$ cat config.mk
export PLATFORM = sky130hd
export DESIGN_NAME = ces_sequencer
export DESIGN_NICKNAME = d
export VERILOG_FILES = /design/src/design/ces_pkg.sv /design/src/design/ces_sequencer.sv /design/src/design/ces_regs.sv
export SDC_FILE = /design/constraint.sdc
export NUM_CORES = 1
export LEC_CHECK = 0
export BUFFER_PORTS_ARGS = -buffer_cell sky130_fd_sc_hd__buf_2
export CAP_MARGIN = 10
export CORE_UTILIZATION = 30
export DETAILED_ROUTE_END_ITERATION = 8
export HOLD_SLACK_MARGIN = 0.15
export REMOVE_ABC_BUFFERS = 1
export SLEW_MARGIN = 40
export SYNTH_ARGS = -nofsm -noshare
export SYNTH_HDL_FRONTEND = slang
export SYNTH_HIERARCHICAL = 1
export SYNTH_SLANG_ARGS = --single-unit
$ cat constraint.sdc
create_clock -name clk -period 2.9 [get_ports clk]
set_input_delay 0.435 -clock clk [delete_from_list [all_inputs] [get_ports clk]]
set_output_delay 0.435 -clock clk [all_outputs]
set_load 0.05 [all_outputs]
$ cat src/design/ces_pkg.sv
// Constants and types of the exception sequencer.
// Assumes a 32-bit word memory port and a 24-bit program counter.
package ces_pkg;
	// ****
	// Sequencer states and sources
	// ****
	typedef enum {ST_HOLD, ST_IDLE, ST_PUSH, ST_MASK, ST_VEC, ST_JUMP} ces_state_type;
	typedef enum {SRC_RESET, SRC_TRACE, SRC_IRQ, SRC_TRAP} ces_src_type;
	// ****
	// Vector numbers and layout
	// ****
	localparam logic [7:0]  VEC_POWER_ON = 8'h00;
	localparam logic [7:0]  VEC_MANUAL   = 8'h01;
	localparam logic [7:0]  VEC_TRACE    = 8'h05;
	localparam logic [5:0]  VEC_TRAP_HI  = 6'h02;
	localparam logic [1:0]  VEC_SLOT_LO  = 2'h0;
	localparam logic [31:0] STACK_STEP   = 32'h0000_0004;
	localparam logic [1:0]  FRAME_MODE0  = 2'h1;
	localparam logic [1:0]  FRAME_MODE2  = 2'h2;
	// ****
	// Interrupt control modes and flag positions
	// ****
	localparam logic [1:0] MODE_0     = 2'h0;
	localparam logic [1:0] MODE_2     = 2'h2;
	localparam int         T_BIT      = 7;
	localparam int         I_BIT      = 7;
	localparam logic [2:0] LEVEL_ALL  = 3'h7;
	// ****
	// Register map
	// ****
	localparam logic [7:0]  REG_CTRL     = 8'h00;
	localparam logic [7:0]  REG_STATUS   = 8'h04;
	localparam logic [2:0]  CTRL_RESET   = 3'h0;
	localparam int          CTRL_MANUAL  = 2;
	localparam int          STS_BUSY     = 0;
	localparam int          STS_MANUAL   = 1;
	localparam int          STS_ILLEGAL  = 2;
	localparam int          STS_TRACE    = 3;
	localparam int          STS_VEC_LSB  = 8;
	localparam logic [1:0]  RESP_OKAY    = 2'h0;
	localparam logic [1:0]  RESP_SLVERR  = 2'h2;
	localparam logic [31:0] WORD_ZERO    = 32'h0000_0000;

	function automatic logic ces_is_mode2(input logic [1:0] m);
		return m == MODE_2;
	endfunction

	function automatic logic ces_mode_legal(input logic [1:0] m);
		return (m == MODE_0) || (m == MODE_2);
	endfunction
endpackage

$ cat src/design/ces_sequencer.sv
// Exception acceptance and entry sequencer of the CPU core.
// Assumes the pipeline flags one instruction end per insn_done pulse
// and stalls while cpu_hold is high; memory ports are valid/ready.
// Function
// - Accept pending exceptions by priority: reset, trace, interrupt, trap.
// - Start reset handling when reset input rises or watchdog overflows.
// - Sample non-maskable input at reset: high power-on, low manual reset if manual_en is set, else power-on.
// - With trace flag set, trace after the current instruction ends.
// - Trace exceptions occur only in interrupt control mode 2.
// - No trace after the return-from-exception instruction.
// - Interrupts start only at a completion boundary with a request pending.
// - Skip interrupt detection after reset handling and control-register writes.
// - Trap instruction always raises its exception, unmasked.
// - Trap and interrupt entry push program counter and condition codes; mode 2 also pushes extended flags.
// - After pushing, update mask bits and clear the trace flag.
// - Fetch the source's vector and resume from the fetched address.
// - Reset only updates mask and trace flags and jumps; nothing is pushed.
// - Sources, frame layout and handling follow the control mode bits.
// - Mode code 00 is mode 0, 10 is mode 2; others prohibited.
// - Each source has its own four-byte vector slot from address zero.
// - Reset clears trace flag and sets mask flag in both flag registers.
`timescale 1ns/10ps
module ces_sequencer
	import ces_pkg::*;
(
	// Clock and reset
	input  wire logic        clk,
	input  wire logic        nrst,
	input  wire logic        clk_en,
	// AXI4-Lite slave
	input  wire logic [7:0]  s_axi_awaddr,
	input  wire logic        s_axi_awvalid,
	output logic             s_axi_awready,
	input  wire logic [31:0] s_axi_wdata,
	input  wire logic [3:0]  s_axi_wstrb,
	input  wire logic        s_axi_wvalid,
	output logic             s_axi_wready,
	output logic [1:0]       s_axi_bresp,
	output logic             s_axi_bvalid,
	input  wire logic        s_axi_bready,
	input  wire logic [7:0]  s_axi_araddr,
	input  wire logic        s_axi_arvalid,
	output logic             s_axi_arready,
	output logic [31:0]      s_axi_rdata,
	output logic [1:0]       s_axi_rresp,
	output logic             s_axi_rvalid,
	input  wire logic        s_axi_rready,
	// Reset sources
	input  wire logic        reset_in_n,
	input  wire logic        wdt_overflow,
	input  wire logic        nmi_in,
	// Pipeline status
	input  wire logic        insn_done,
	input  wire logic        return_from_exception,
	input  wire logic        and_into_control,
	input  wire logic        or_into_control,
	input  wire logic        xor_into_control,
	input  wire logic        load_control,
	input  wire logic        trap_instruction,
	input  wire logic [1:0]  trap_num,
	input  wire logic [23:0] pc_cur,
	input  wire logic [7:0]  cond_code_cur,
	input  wire logic [7:0]  ext_ctrl_cur,
	input  wire logic [31:0] sp_cur,
	// Pipeline control
	output logic             cpu_hold,
	output logic             pc_load,
	output logic [23:0]      pc_load_val,
	output logic             flags_load,
	output logic [7:0]       cond_code_new,
	output logic [7:0]       ext_ctrl_new,
	output logic [31:0]      sp_new,
	// Interrupt controller
	input  wire logic        irq_req,
	input  wire logic [7:0]  irq_vec_num,
	input  wire logic [2:0]  irq_level,
	output logic             irq_ack,
	// Memory port
	output logic             mem_wr_valid,
	input  wire logic        mem_wr_ready,
	output logic [31:0]      mem_wr_addr,
	output logic [31:0]      mem_wr_data,
	output logic             mem_rd_valid,
	input  wire logic        mem_rd_ready,
	output logic [31:0]      mem_rd_addr,
	input  wire logic [31:0] mem_rd_data
);
	ces_state_type state_q;
	ces_src_type   src_q, src_d;
	logic [7:0]    vec_q, vec_d;
	logic [31:0]   sp_q;
	logic [23:0]   pc_q;
	logic [7:0]    cc_q, ec_q;
	logic [1:0]    push_cnt_q, push_need_q;
	logic          manual_q, trap_pend_q;
	logic [1:0]    trap_num_q;
	logic          mode0_bit, mode1_bit, manual_en;
	logic [1:0]    mode;
	logic          mode2;
	logic          idle_bnd, jump_bnd, ctrl_wr;
	logic          take_trace, take_irq, take_trap, accept;
	logic          reset_go, trap_now;
	logic [31:0]   status;

	// ****
	// Register slave
	// ****
	ces_regs u_regs (
		.clk                (clk),
		.nrst               (nrst),
		.clk_en             (clk_en),
		.s_axi_awaddr       (s_axi_awaddr),
		.s_axi_awvalid      (s_axi_awvalid),
		.s_axi_awready      (s_axi_awready),
		.s_axi_wdata        (s_axi_wdata),
		.s_axi_wstrb        (s_axi_wstrb),
		.s_axi_wvalid       (s_axi_wvalid),
		.s_axi_wready       (s_axi_wready),
		.s_axi_bresp        (s_axi_bresp),
		.s_axi_bvalid       (s_axi_bvalid),
		.s_axi_bready       (s_axi_bready),
		.s_axi_araddr       (s_axi_araddr),
		.s_axi_arvalid      (s_axi_arvalid),
		.s_axi_arready      (s_axi_arready),
		.s_axi_rdata        (s_axi_rdata),
		.s_axi_rresp        (s_axi_rresp),
		.s_axi_rvalid       (s_axi_rvalid),
		.s_axi_rready       (s_axi_rready),
		.mode_clear         (reset_go),
		.status_in          (status),
		.irq_ctrl_mode_bit0 (mode0_bit),
		.irq_ctrl_mode_bit1 (mode1_bit),
		.manual_en          (manual_en)
	);

	assign mode  = {mode1_bit, mode0_bit};
	assign mode2 = ces_is_mode2(mode);

	always_comb begin
		status              = WORD_ZERO;
		status[STS_BUSY]    = cpu_hold;
		status[STS_MANUAL]  = manual_q;
		status[STS_ILLEGAL] = !ces_mode_legal(mode);
		status[STS_TRACE]   = ext_ctrl_cur[T_BIT];
		status[STS_VEC_LSB +: 8] = vec_q;
	end

	// ****
	// Acceptance
	// ****
	assign ctrl_wr  = and_into_control || or_into_control ||
	                  xor_into_control || load_control;
	assign idle_bnd = clk_en && state_q == ST_IDLE && insn_done;
	assign jump_bnd = clk_en && state_q == ST_JUMP;
	assign reset_go = clk_en && (wdt_overflow ||
	                  (state_q == ST_HOLD && reset_in_n));
	assign trap_now = idle_bnd && trap_instruction;

	// Trace: only at an instruction end, since entry clears the flag
	assign take_trace = idle_bnd && ext_ctrl_cur[T_BIT] && mode2 &&
	                    !return_from_exception;
	assign take_irq   = irq_req && ((idle_bnd && !ctrl_wr) ||
	                    (jump_bnd && src_q != SRC_RESET));
	assign take_trap  = trap_now || (jump_bnd && trap_pend_q);
	assign accept     = !reset_go && reset_in_n && (take_trace || take_irq || take_trap);
	assign irq_ack    = accept && !take_trace && take_irq;

	always_comb begin
		src_d = SRC_TRAP;
		vec_d = {VEC_TRAP_HI, trap_now ? trap_num : trap_num_q};
		if (take_trace) begin
			src_d = SRC_TRACE;
			vec_d = VEC_TRACE;
		end else if (take_irq) begin
			src_d = SRC_IRQ;
			vec_d = irq_vec_num;
		end
	end

	// ****
	// Trap held while a higher source is served
	// ****
	always_ff @(posedge clk or negedge nrst) begin
		if (!nrst) begin
			trap_pend_q <= 1'b0;
			trap_num_q  <= 2'h0;
		end else if (clk_en) begin
			if (reset_go)
				trap_pend_q <= 1'b0;
			else if (trap_now && (take_trace || take_irq)) begin
				trap_pend_q <= 1'b1;
				trap_num_q  <= trap_num;
			end else if (accept && src_d == SRC_TRAP)
				trap_pend_q <= 1'b0;
		end
	end

	// ****
	// Reset kind
	// ****
	always_ff @(posedge clk or negedge nrst) begin
		if (!nrst)
			manual_q <= 1'b0;
		else if (clk_en && (state_q == ST_HOLD || wdt_overflow))
			manual_q <= !nmi_in && manual_en;
	end

	// ****
	// Sequencer
	// ****
	always_ff @(posedge clk or negedge nrst) begin
		if (!nrst) begin
			state_q     <= ST_HOLD;
			src_q       <= SRC_RESET;
			vec_q       <= VEC_POWER_ON;
			push_cnt_q  <= 2'h0;
			push_need_q <= 2'h0;
		end else if (clk_en) begin
			if (!reset_in_n)
				state_q <= ST_HOLD;
			else if (reset_go) begin
				state_q     <= ST_MASK;
				src_q       <= SRC_RESET;
				push_need_q <= 2'h0;
				vec_q       <= (!nmi_in && manual_en) ?
				               VEC_MANUAL : VEC_POWER_ON;
			end else if (accept) begin
				state_q     <= ST_PUSH;
				src_q       <= src_d;
				vec_q       <= vec_d;
				push_cnt_q  <= 2'h0;
				push_need_q <= mode2 ? FRAME_MODE2 : FRAME_MODE0;
			end else begin
				unique case (state_q)
					ST_HOLD, ST_IDLE: ;
					ST_PUSH:
						if (mem_wr_ready) begin
							push_cnt_q <= push_cnt_q + 2'h1;
							if (push_cnt_q + 2'h1 == push_need_q)
								state_q <= ST_MASK;
						end
					ST_MASK: state_q <= ST_VEC;
					ST_VEC:  if (mem_rd_ready) state_q <= ST_JUMP;
					ST_JUMP: state_q <= ST_IDLE;
				endcase
			end
		end
	end

	// ****
	// Saved context and new flag values
	// ****
	always_ff @(posedge clk or negedge nrst) begin
		if (!nrst) begin
			pc_q          <= 24'h00_0000;
			cc_q          <= 8'h00;
			ec_q          <= 8'h00;
			sp_q          <= WORD_ZERO;
			cond_code_new <= 8'h00;
			ext_ctrl_new  <= 8'h00;
		end else if (clk_en) begin
			if (reset_go) begin
				cond_code_new        <= cond_code_cur;
				cond_code_new[I_BIT] <= 1'b1;
				ext_ctrl_new         <= {1'b0, ext_ctrl_cur[6:3], LEVEL_ALL};
			end else if (accept) begin
				// At a handling end the handler start is the resume point
				pc_q                 <= jump_bnd ? pc_load_val : pc_cur;
				sp_q                 <= jump_bnd ? sp_new : sp_cur;
				cc_q                 <= cond_code_cur;
				ec_q                 <= ext_ctrl_cur;
				cond_code_new        <= cond_code_cur;
				cond_code_new[I_BIT] <= 1'b1;
				ext_ctrl_new         <= ext_ctrl_cur;
				ext_ctrl_new[T_BIT]  <= 1'b0;
				if (mode2 && src_d == SRC_IRQ)
					ext_ctrl_new[2:0] <= irq_level;
			end else if (state_q == ST_PUSH && mem_wr_ready)
				sp_q <= mem_wr_addr;
		end
	end

	// ****
	// Stack, vector and jump outputs
	// ****
	always_ff @(posedge clk or negedge nrst) begin
		if (!nrst) begin
			sp_new      <= WORD_ZERO;
			pc_load_val <= 24'h00_0000;
		end else if (clk_en) begin
			if (state_q == ST_MASK && src_q != SRC_RESET)
				sp_new <= sp_q;
			if (state_q == ST_VEC && mem_rd_ready)
				pc_load_val <= mem_rd_data[23:0];
		end
	end

	assign cpu_hold     = state_q != ST_IDLE;
	assign flags_load   = state_q == ST_MASK;
	assign pc_load      = state_q == ST_JUMP;
	assign mem_wr_valid = state_q == ST_PUSH;
	assign mem_wr_addr  = sp_q - STACK_STEP;
	// Program counter and condition codes first, extended flags below
	assign mem_wr_data  = (push_cnt_q == 2'h0) ? {cc_q, pc_q} : {ec_q, 24'h00_0000};
	assign mem_rd_valid = state_q == ST_VEC;
	assign mem_rd_addr  = {22'h0, vec_q, VEC_SLOT_LO};

	// ****
	// Checks
	// ****
	prio_trace_a: assert property (@(posedge clk) disable iff (!nrst)
		take_trace && take_irq && !reset_go |=> src_q == SRC_TRACE)
		else $error("trace lost priority to interrupt");
	reset_start_a: assert property (@(posedge clk) disable iff (!nrst)
		clk_en && state_q == ST_HOLD && reset_in_n |=> state_q == ST_MASK)
		else $error("reset handling did not start");
	reset_kind_a: assert property (@(posedge clk) disable iff (!nrst)
		reset_go && reset_in_n && nmi_in |=> vec_q == VEC_POWER_ON)
		else $error("high nmi did not give power-on reset");
	trace_mode_a: assert property (@(posedge clk) disable iff (!nrst)
		!mode2 || return_from_exception |-> !take_trace)
		else $error("trace outside mode 2 or after return");
	irq_bound_a: assert property (@(posedge clk) disable iff (!nrst)
		irq_ack |-> irq_req && !(idle_bnd && ctrl_wr) && !(jump_bnd && src_q == SRC_RESET))
		else $error("interrupt taken where detection is skipped");
	trap_taken_a: assert property (@(posedge clk) disable iff (!nrst)
		trap_now && !reset_go && reset_in_n |=> state_q == ST_PUSH || trap_pend_q)
		else $error("trap instruction dropped");
	reset_push_a: assert property (@(posedge clk) disable iff (!nrst)
		src_q == SRC_RESET |-> !mem_wr_valid)
		else $error("reset pushed to stack");
	push_first_a: assert property (@(posedge clk) disable iff (!nrst)
		$rose(mem_rd_valid) && src_q != SRC_RESET |-> push_cnt_q == push_need_q)
		else $error("vector fetch before frame complete");
	mask_clear_a: assert property (@(posedge clk) disable iff (!nrst)
		flags_load |-> cond_code_new[I_BIT] && !ext_ctrl_new[T_BIT])
		else $error("mask not set or trace not cleared");
	vec_jump_a: assert property (@(posedge clk) disable iff (!nrst)
		clk_en && mem_rd_valid && mem_rd_ready && reset_in_n && !wdt_overflow
		|=> pc_load && pc_load_val == $past(mem_rd_data[23:0]))
		else $error("jump does not use fetched vector");
endmodule

$ cat src/design/ces_regs.sv
// AXI4-Lite register slave of the exception sequencer.
// Assumes a single clock; one write and one read outstanding at a time.
`timescale 1ns/10ps
module ces_regs
	import ces_pkg::*;
(
	// Clock and reset
	input  wire logic        clk,
	input  wire logic        nrst,
	input  wire logic        clk_en,
	// AXI4-Lite write
	input  wire logic [7:0]  s_axi_awaddr,
	input  wire logic        s_axi_awvalid,
	output logic             s_axi_awready,
	input  wire logic [31:0] s_axi_wdata,
	input  wire logic [3:0]  s_axi_wstrb,
	input  wire logic        s_axi_wvalid,
	output logic             s_axi_wready,
	output logic [1:0]       s_axi_bresp,
	output logic             s_axi_bvalid,
	input  wire logic        s_axi_bready,
	// AXI4-Lite read
	input  wire logic [7:0]  s_axi_araddr,
	input  wire logic        s_axi_arvalid,
	output logic             s_axi_arready,
	output logic [31:0]      s_axi_rdata,
	output logic [1:0]       s_axi_rresp,
	output logic             s_axi_rvalid,
	input  wire logic        s_axi_rready,
	// Sequencer side
	input  wire logic        mode_clear,
	input  wire logic [31:0] status_in,
	output logic             irq_ctrl_mode_bit0,
	output logic             irq_ctrl_mode_bit1,
	output logic             manual_en
);
	logic [2:0]  ctrl_q;
	logic        aw_q, w_q;
	logic [7:0]  awaddr_q;
	logic [31:0] wdata_q;
	logic        wstrb0_q;

	assign s_axi_awready      = !aw_q;
	assign s_axi_wready       = !w_q;
	assign s_axi_arready      = !s_axi_rvalid;
	assign irq_ctrl_mode_bit0 = ctrl_q[0];
	assign irq_ctrl_mode_bit1 = ctrl_q[1];
	assign manual_en          = ctrl_q[CTRL_MANUAL];

	// ****
	// Write channel
	// ****
	always_ff @(posedge clk or negedge nrst) begin
		if (!nrst) begin
			aw_q         <= 1'b0;
			w_q          <= 1'b0;
			awaddr_q     <= 8'h00;
			wdata_q      <= WORD_ZERO;
			wstrb0_q     <= 1'b0;
			s_axi_bvalid <= 1'b0;
			s_axi_bresp  <= RESP_OKAY;
			ctrl_q       <= CTRL_RESET;
		end else if (clk_en) begin
			if (s_axi_awvalid && !aw_q) begin
				aw_q     <= 1'b1;
				awaddr_q <= s_axi_awaddr;
			end
			if (s_axi_wvalid && !w_q) begin
				w_q      <= 1'b1;
				wdata_q  <= s_axi_wdata;
				wstrb0_q <= s_axi_wstrb[0];
			end
			if (s_axi_bvalid && s_axi_bready)
				s_axi_bvalid <= 1'b0;
			if (aw_q && w_q && !s_axi_bvalid) begin
				aw_q         <= 1'b0;
				w_q          <= 1'b0;
				s_axi_bvalid <= 1'b1;
				s_axi_bresp  <= RESP_OKAY;
				if (awaddr_q == REG_CTRL && wstrb0_q)
					ctrl_q <= wdata_q[2:0];
				else if (awaddr_q != REG_CTRL && awaddr_q != REG_STATUS)
					s_axi_bresp <= RESP_SLVERR;
			end
			// Reset handling forces mode 0 over any write
			if (mode_clear)
				ctrl_q[1:0] <= MODE_0;
		end
	end

	// ****
	// Read channel
	// ****
	always_ff @(posedge clk or negedge nrst) begin
		if (!nrst) begin
			s_axi_rvalid <= 1'b0;
			s_axi_rdata  <= WORD_ZERO;
			s_axi_rresp  <= RESP_OKAY;
		end else if (clk_en) begin
			if (s_axi_rvalid && s_axi_rready)
				s_axi_rvalid <= 1'b0;
			if (s_axi_arvalid && !s_axi_rvalid) begin
				s_axi_rvalid <= 1'b1;
				s_axi_rresp  <= RESP_OKAY;
				unique case (s_axi_araddr)
					REG_CTRL:   s_axi_rdata <= {29'h0, ctrl_q};
					REG_STATUS: s_axi_rdata <= status_in;
					default: begin
						s_axi_rdata <= WORD_ZERO;
						s_axi_rresp <= RESP_SLVERR;
					end
				endcase
			end
		end
	end
endmodule

==> impl_metrics.xml <==
<?xml version="1.0" encoding="UTF-8"?>
<metrics>
  <group name="setup_path">
    <metric name="slowest_stage" unit="">or4_4</metric>
    <metric name="critPathRequiredTime" unit="ns">2.47</metric>
    <metric name="crit_path_start_kind" unit="">register</metric>
    <metric name="critical_path_buf_inv_count" unit="">1</metric>
    <metric name="timing.critical_path.fanout_max" unit="">4</metric>
    <metric name="critPathKind" unit="">register to output pin</metric>
    <metric name="worst-r2r-cell-count" unit="">10</metric>
    <metric name="critPathArrivalTime" unit="ns">2.71</metric>
    <metric name="worstSetupEndpointType" unit="">output pin</metric>
    <metric name="worst_path_largest_cell_delay" unit="ns">0.56</metric>
    <metric name="critical_path.top_delay_family" unit="">simple AND/OR/NAND/NOR gates</metric>
    <metric name="cp_num_cells" unit="">7</metric>
    <metric name="path_cells" unit="">or4_4, nor4_4, or3b_4, nor2_1, nand2_1, xnor2_1, buf_4</metric>
  </group>
  <group name="clock_network">
    <metric name="path_clk_slew" unit="ns">0.06</metric>
    <metric name="cts-root-buf" unit="">clkbuf_16</metric>
    <metric name="clock_latency" unit="ns">0.55</metric>
    <metric name="h-tree-depth" unit="">1</metric>
    <metric name="clock_path_buffers" unit="">3</metric>
    <metric name="cts_inserted_buffers" unit="">26</metric>
    <metric name="clock-sinks" unit="">217</metric>
    <metric name="cts_tree" unit="">yes</metric>
  </group>
  <group name="layout">
    <metric name="final_design_area_excluding_fillers" unit="sq um">15200</metric>
    <metric name="filler_cell_count" unit="">3301</metric>
    <metric name="multi_input_area" unit="sq um">5060</metric>
    <metric name="syn_to_final_growth" unit="%">42.0</metric>
    <metric name="regArea" unit="sq um">5430</metric>
    <metric name="num-nets-final" unit="">1667</metric>
    <metric name="layout.cells.most_common" unit="">buf_2</metric>
    <metric name="most-common-layout-cells" unit="">313 x buf_2, 217 x dfrtp_1, 157 x nand2_1</metric>
    <metric name="layout-drive-gt1-share" unit="">0.400</metric>
  </group>
  <group name="global_route">
    <metric name="globalRouteOverflowTotal" unit="">0</metric>
    <metric name="first_global_vias" unit="">9307</metric>
    <metric name="grt_util_all_layers" unit="">0.173</metric>
    <metric name="antenna_found_initial" unit="">2</metric>
    <metric name="grt_pass1_wl" unit="mm">50.3</metric>
    <metric name="pin_count_of_the_biggest_net_entering_global_routing" unit="">77</metric>
  </group>
  <group name="yosys">
    <metric name="combinational_family_with_the_most_area_after_synthesis" unit="">simple AND/OR/NAND/NOR gates</metric>
    <metric name="register_area_share_after_synthesis" unit="">0.507</metric>
    <metric name="synth_edf_count" unit="">0</metric>
    <metric name="syn-mean-instance-area" unit="sq um">10.5</metric>
    <metric name="synth_async_sr_flop_share" unit="">1.00</metric>
    <metric name="yosys-mux-area-fraction" unit="">0.138</metric>
    <metric name="post_synthesis_share_of_cell_area_spent_on_full_adders_half_adders_and_majority_gates" unit="">0.00233</metric>
    <metric name="synth-warning-count" unit="">6</metric>
    <metric name="yosys.area_share.xor_xnor" unit="">0.0449</metric>
    <metric name="synth_flop_cell" unit="">dfrtp_1</metric>
    <metric name="synth.ff_latch_count" unit="">217</metric>
    <metric name="synth_cell_type_count" unit="">61</metric>
    <metric name="cell_area_after_synthesis" unit="sq um">10700</metric>
    <metric name="synthCells" unit="">1019</metric>
    <metric name="yosys.area_share.simple" unit="">0.161</metric>
    <metric name="synth_compound_gate_area_share" unit="">0.0874</metric>
  </group>
  <group name="power">
    <metric name="power_report.internal_total" unit="mW">8.33</metric>
    <metric name="netSwitchingPower" unit="mW">7.08</metric>
    <metric name="power_frac_seq" unit="">0.305</metric>
    <metric name="peakVddDrop" unit="V">0.00101</metric>
    <metric name="power.clock.fraction" unit="">0.214</metric>
    <metric name="total_leakage_power" unit="nW">7.62</metric>
    <metric name="combPwrFrac" unit="">0.480</metric>
    <metric name="switching_fraction_of_total_power" unit="">0.459</metric>
    <metric name="cellPowerDensity" unit="nW/um^2">1010</metric>
    <metric name="report.power.total" unit="mW">15.4</metric>
  </group>
  <group name="timing">
    <metric name="setup_viol" unit="">14</metric>
    <metric name="timing_hold_violations_final" unit="">0</metric>
    <metric name="finalWorstSetupSlack" unit="ns">-0.248</metric>
    <metric name="worstMarginPinSlew" unit="ns">0.790</metric>
    <metric name="final.period_utilization" unit="">1.09</metric>
    <metric name="max_freq" unit="MHz">318</metric>
    <metric name="rsz0062_at_grt" unit="">true</metric>
    <metric name="timing.clock.skew" unit="ns">0.0203</metric>
    <metric name="timing.slew.headroom" unit="">0.473</metric>
    <metric name="final_period_minus_worst_setup_slack" unit="ns">3.15</metric>
    <metric name="timing.final.max_slew_violations" unit="">0</metric>
  </group>
  <group name="floorplanning">
    <metric name="design.core.area" unit="sq um">34900</metric>
    <metric name="die-height" unit="um">191</metric>
    <metric name="die-area" unit="sq um">36500</metric>
    <metric name="fp-row-count" unit="">68</metric>
    <metric name="start_util" unit="">0.307</metric>
    <metric name="die_w" unit="um">191</metric>
    <metric name="floorplan.io_pins" unit="">405</metric>
  </group>
  <group name="outcome">
    <metric name="run_status" unit="">finished, violations left</metric>
    <metric name="violations_in_the_final_reports" unit="">negative setup slack</metric>
  </group>
  <group name="routing">
    <metric name="first_pass_drt_iterations" unit="">4</metric>
    <metric name="initialDrtViolationCount" unit="">414</metric>
    <metric name="detail_route.wl_per_cell" unit="um">16.6</metric>
    <metric name="num_vias" unit="">9208</metric>
    <metric name="routed_wl" unit="mm">32.4</metric>
    <metric name="vias_per_cell" unit="">4.72</metric>
    <metric name="drc_errors" unit="">0</metric>
    <metric name="route.antenna.remaining_nets" unit="">0</metric>
  </group>
  <group name="placed_design">
    <metric name="post-dp-hpwl" unit="mm">21.8</metric>
    <metric name="post_dp_cell_area" unit="sq um">13000</metric>
    <metric name="portBuffers" unit="">337</metric>
    <metric name="routabilityCongestion" unit="">0.795</metric>
  </group>
  <group name="min_path">
    <metric name="timing.hold.worst.class" unit="">input port to register</metric>
    <metric name="min_path_cells" unit="">3</metric>
  </group>
  <group name="flow_run">
    <metric name="max-cap-violations" unit="">0</metric>
  </group>
</metrics>
per-stage QoR:
stage	util	instances	TNS [ns]	hold WS (ns)	setup WS (ns)
6_report	0.436	1951	-2.09	0.174	-0.248
5_1_grt	0.436	1950	-3.70	0.170	-0.373
4_1_cts	0.432	1944	-2.77	0.153	-0.296
3_5_place_dp	0.373	1796	0	0.460	0.0958
3_3_place_gp	0.373	1796	0	0.458	0.117
2_1_floorplan	-	961	-466.96	0.139	-5.76
worst min-delay path, stage by stage:
cell,delay [ns]
buf_2,0.11
nand2_1,0.05
a31oi_1,0.07
metal layers:
metal	part of all wire	vias up	GRT usage
met5	0.00034	-	0
met4	0.029	2	0.0572
met3	0.065	58	0.0378
met2	0.48	315	0.289
met1	0.42	4474	0.220
li1	-	4359	-
area by class of cell:
type | count | area share
clock buffers | 40 | 0.0528
flip-flops and latches | 217 | 0.357
clock inverters | 7 | 0.00436
multi-input cells | 727 | 0.333
diodes | 2 | 0.000329
repair buffers | 486 | 0.212
well taps | 455 | 0.0374
inverters | 17 | 0.00419
state kept, by name, summed over array words and instances, names as in the netlist, 24 cells and up:
signal	flops
pc_load_val	24
u_regs/s_axi_rdata	32
pc_q	24
sp_new	32
sp_q	32
worst paths after layout:
kind / endpoint / startpoint / slack [ns]
max: mem_wr_addr[31] / sp_q[21] / -0.25
min: sp_q[13] / sp_cur[13] / 0.17
max reg2reg: sp_q[22] / sp_q[2] / 0.37
min reg2reg: u_regs/s_axi_rdata[1] / u_regs/s_axi_rdata[1] / 0.47
max in group asynchronous: pc_q[18] / nrst / 1.57
min in group asynchronous: u_regs/s_axi_rdata[7] / nrst / 0.49
cell usage after synthesis (all sizes together), types with 7 or more instances:
master / count / area, sq um
dfrtp: 217 / 5430
nand2: 163 / 612
mux2: 108 / 1220
buf: 68 / 434
nor2: 68 / 258
a31oi: 48 / 300
clkbuf: 35 / 131
xnor2: 32 / 280
a22o: 31 / 272
and2: 28 / 175
mux2i: 26 / 260
xor2: 23 / 201
a21oi: 18 / 90.1
o21ai: 18 / 90.1
nor3: 17 / 95.1
inv: 16 / 60.1
nor4: 12 / 111
nand3: 8 / 45.0
or4: 7 / 67.6
what timing repair did:
item,CTS,global route
pin swaps,10,12
setup endpoints to repair,24,23
resized for setup,56,25
cloned,0,0
hold endpoints to repair,176,0
hold buffers,93,0
setup buffers,8,6
power groups by stage:
stage | combinational, mW | clock [mW] | sequential [mW]
floorplan | 3.78 | 0 | 5.89
global placement | 6.87 | 0 | 4.67
detailed placement | 6.92 | 0 | 4.71
CTS | 7.28 | 3.39 | 4.68
global route | 7.85 | 3.48 | 4.84
finish | 7.40 | 3.30 | 4.70
cell families (layout without fill, tap and decap cells):
| family | Yosys count | in the layout |
|---|---|---|
| buf+inv | 120 | 550 |
| fa+ha+maj | 2 | 2 |
| other cells | 2 | 49 |
| xor+xnor | 55 | 55 |
| simple gates | 351 | 351 |
| flops | 217 | 217 |
| mux | 134 | 134 |
| compound gates | 138 | 138 |
Power figures use the tool's default switching activity.
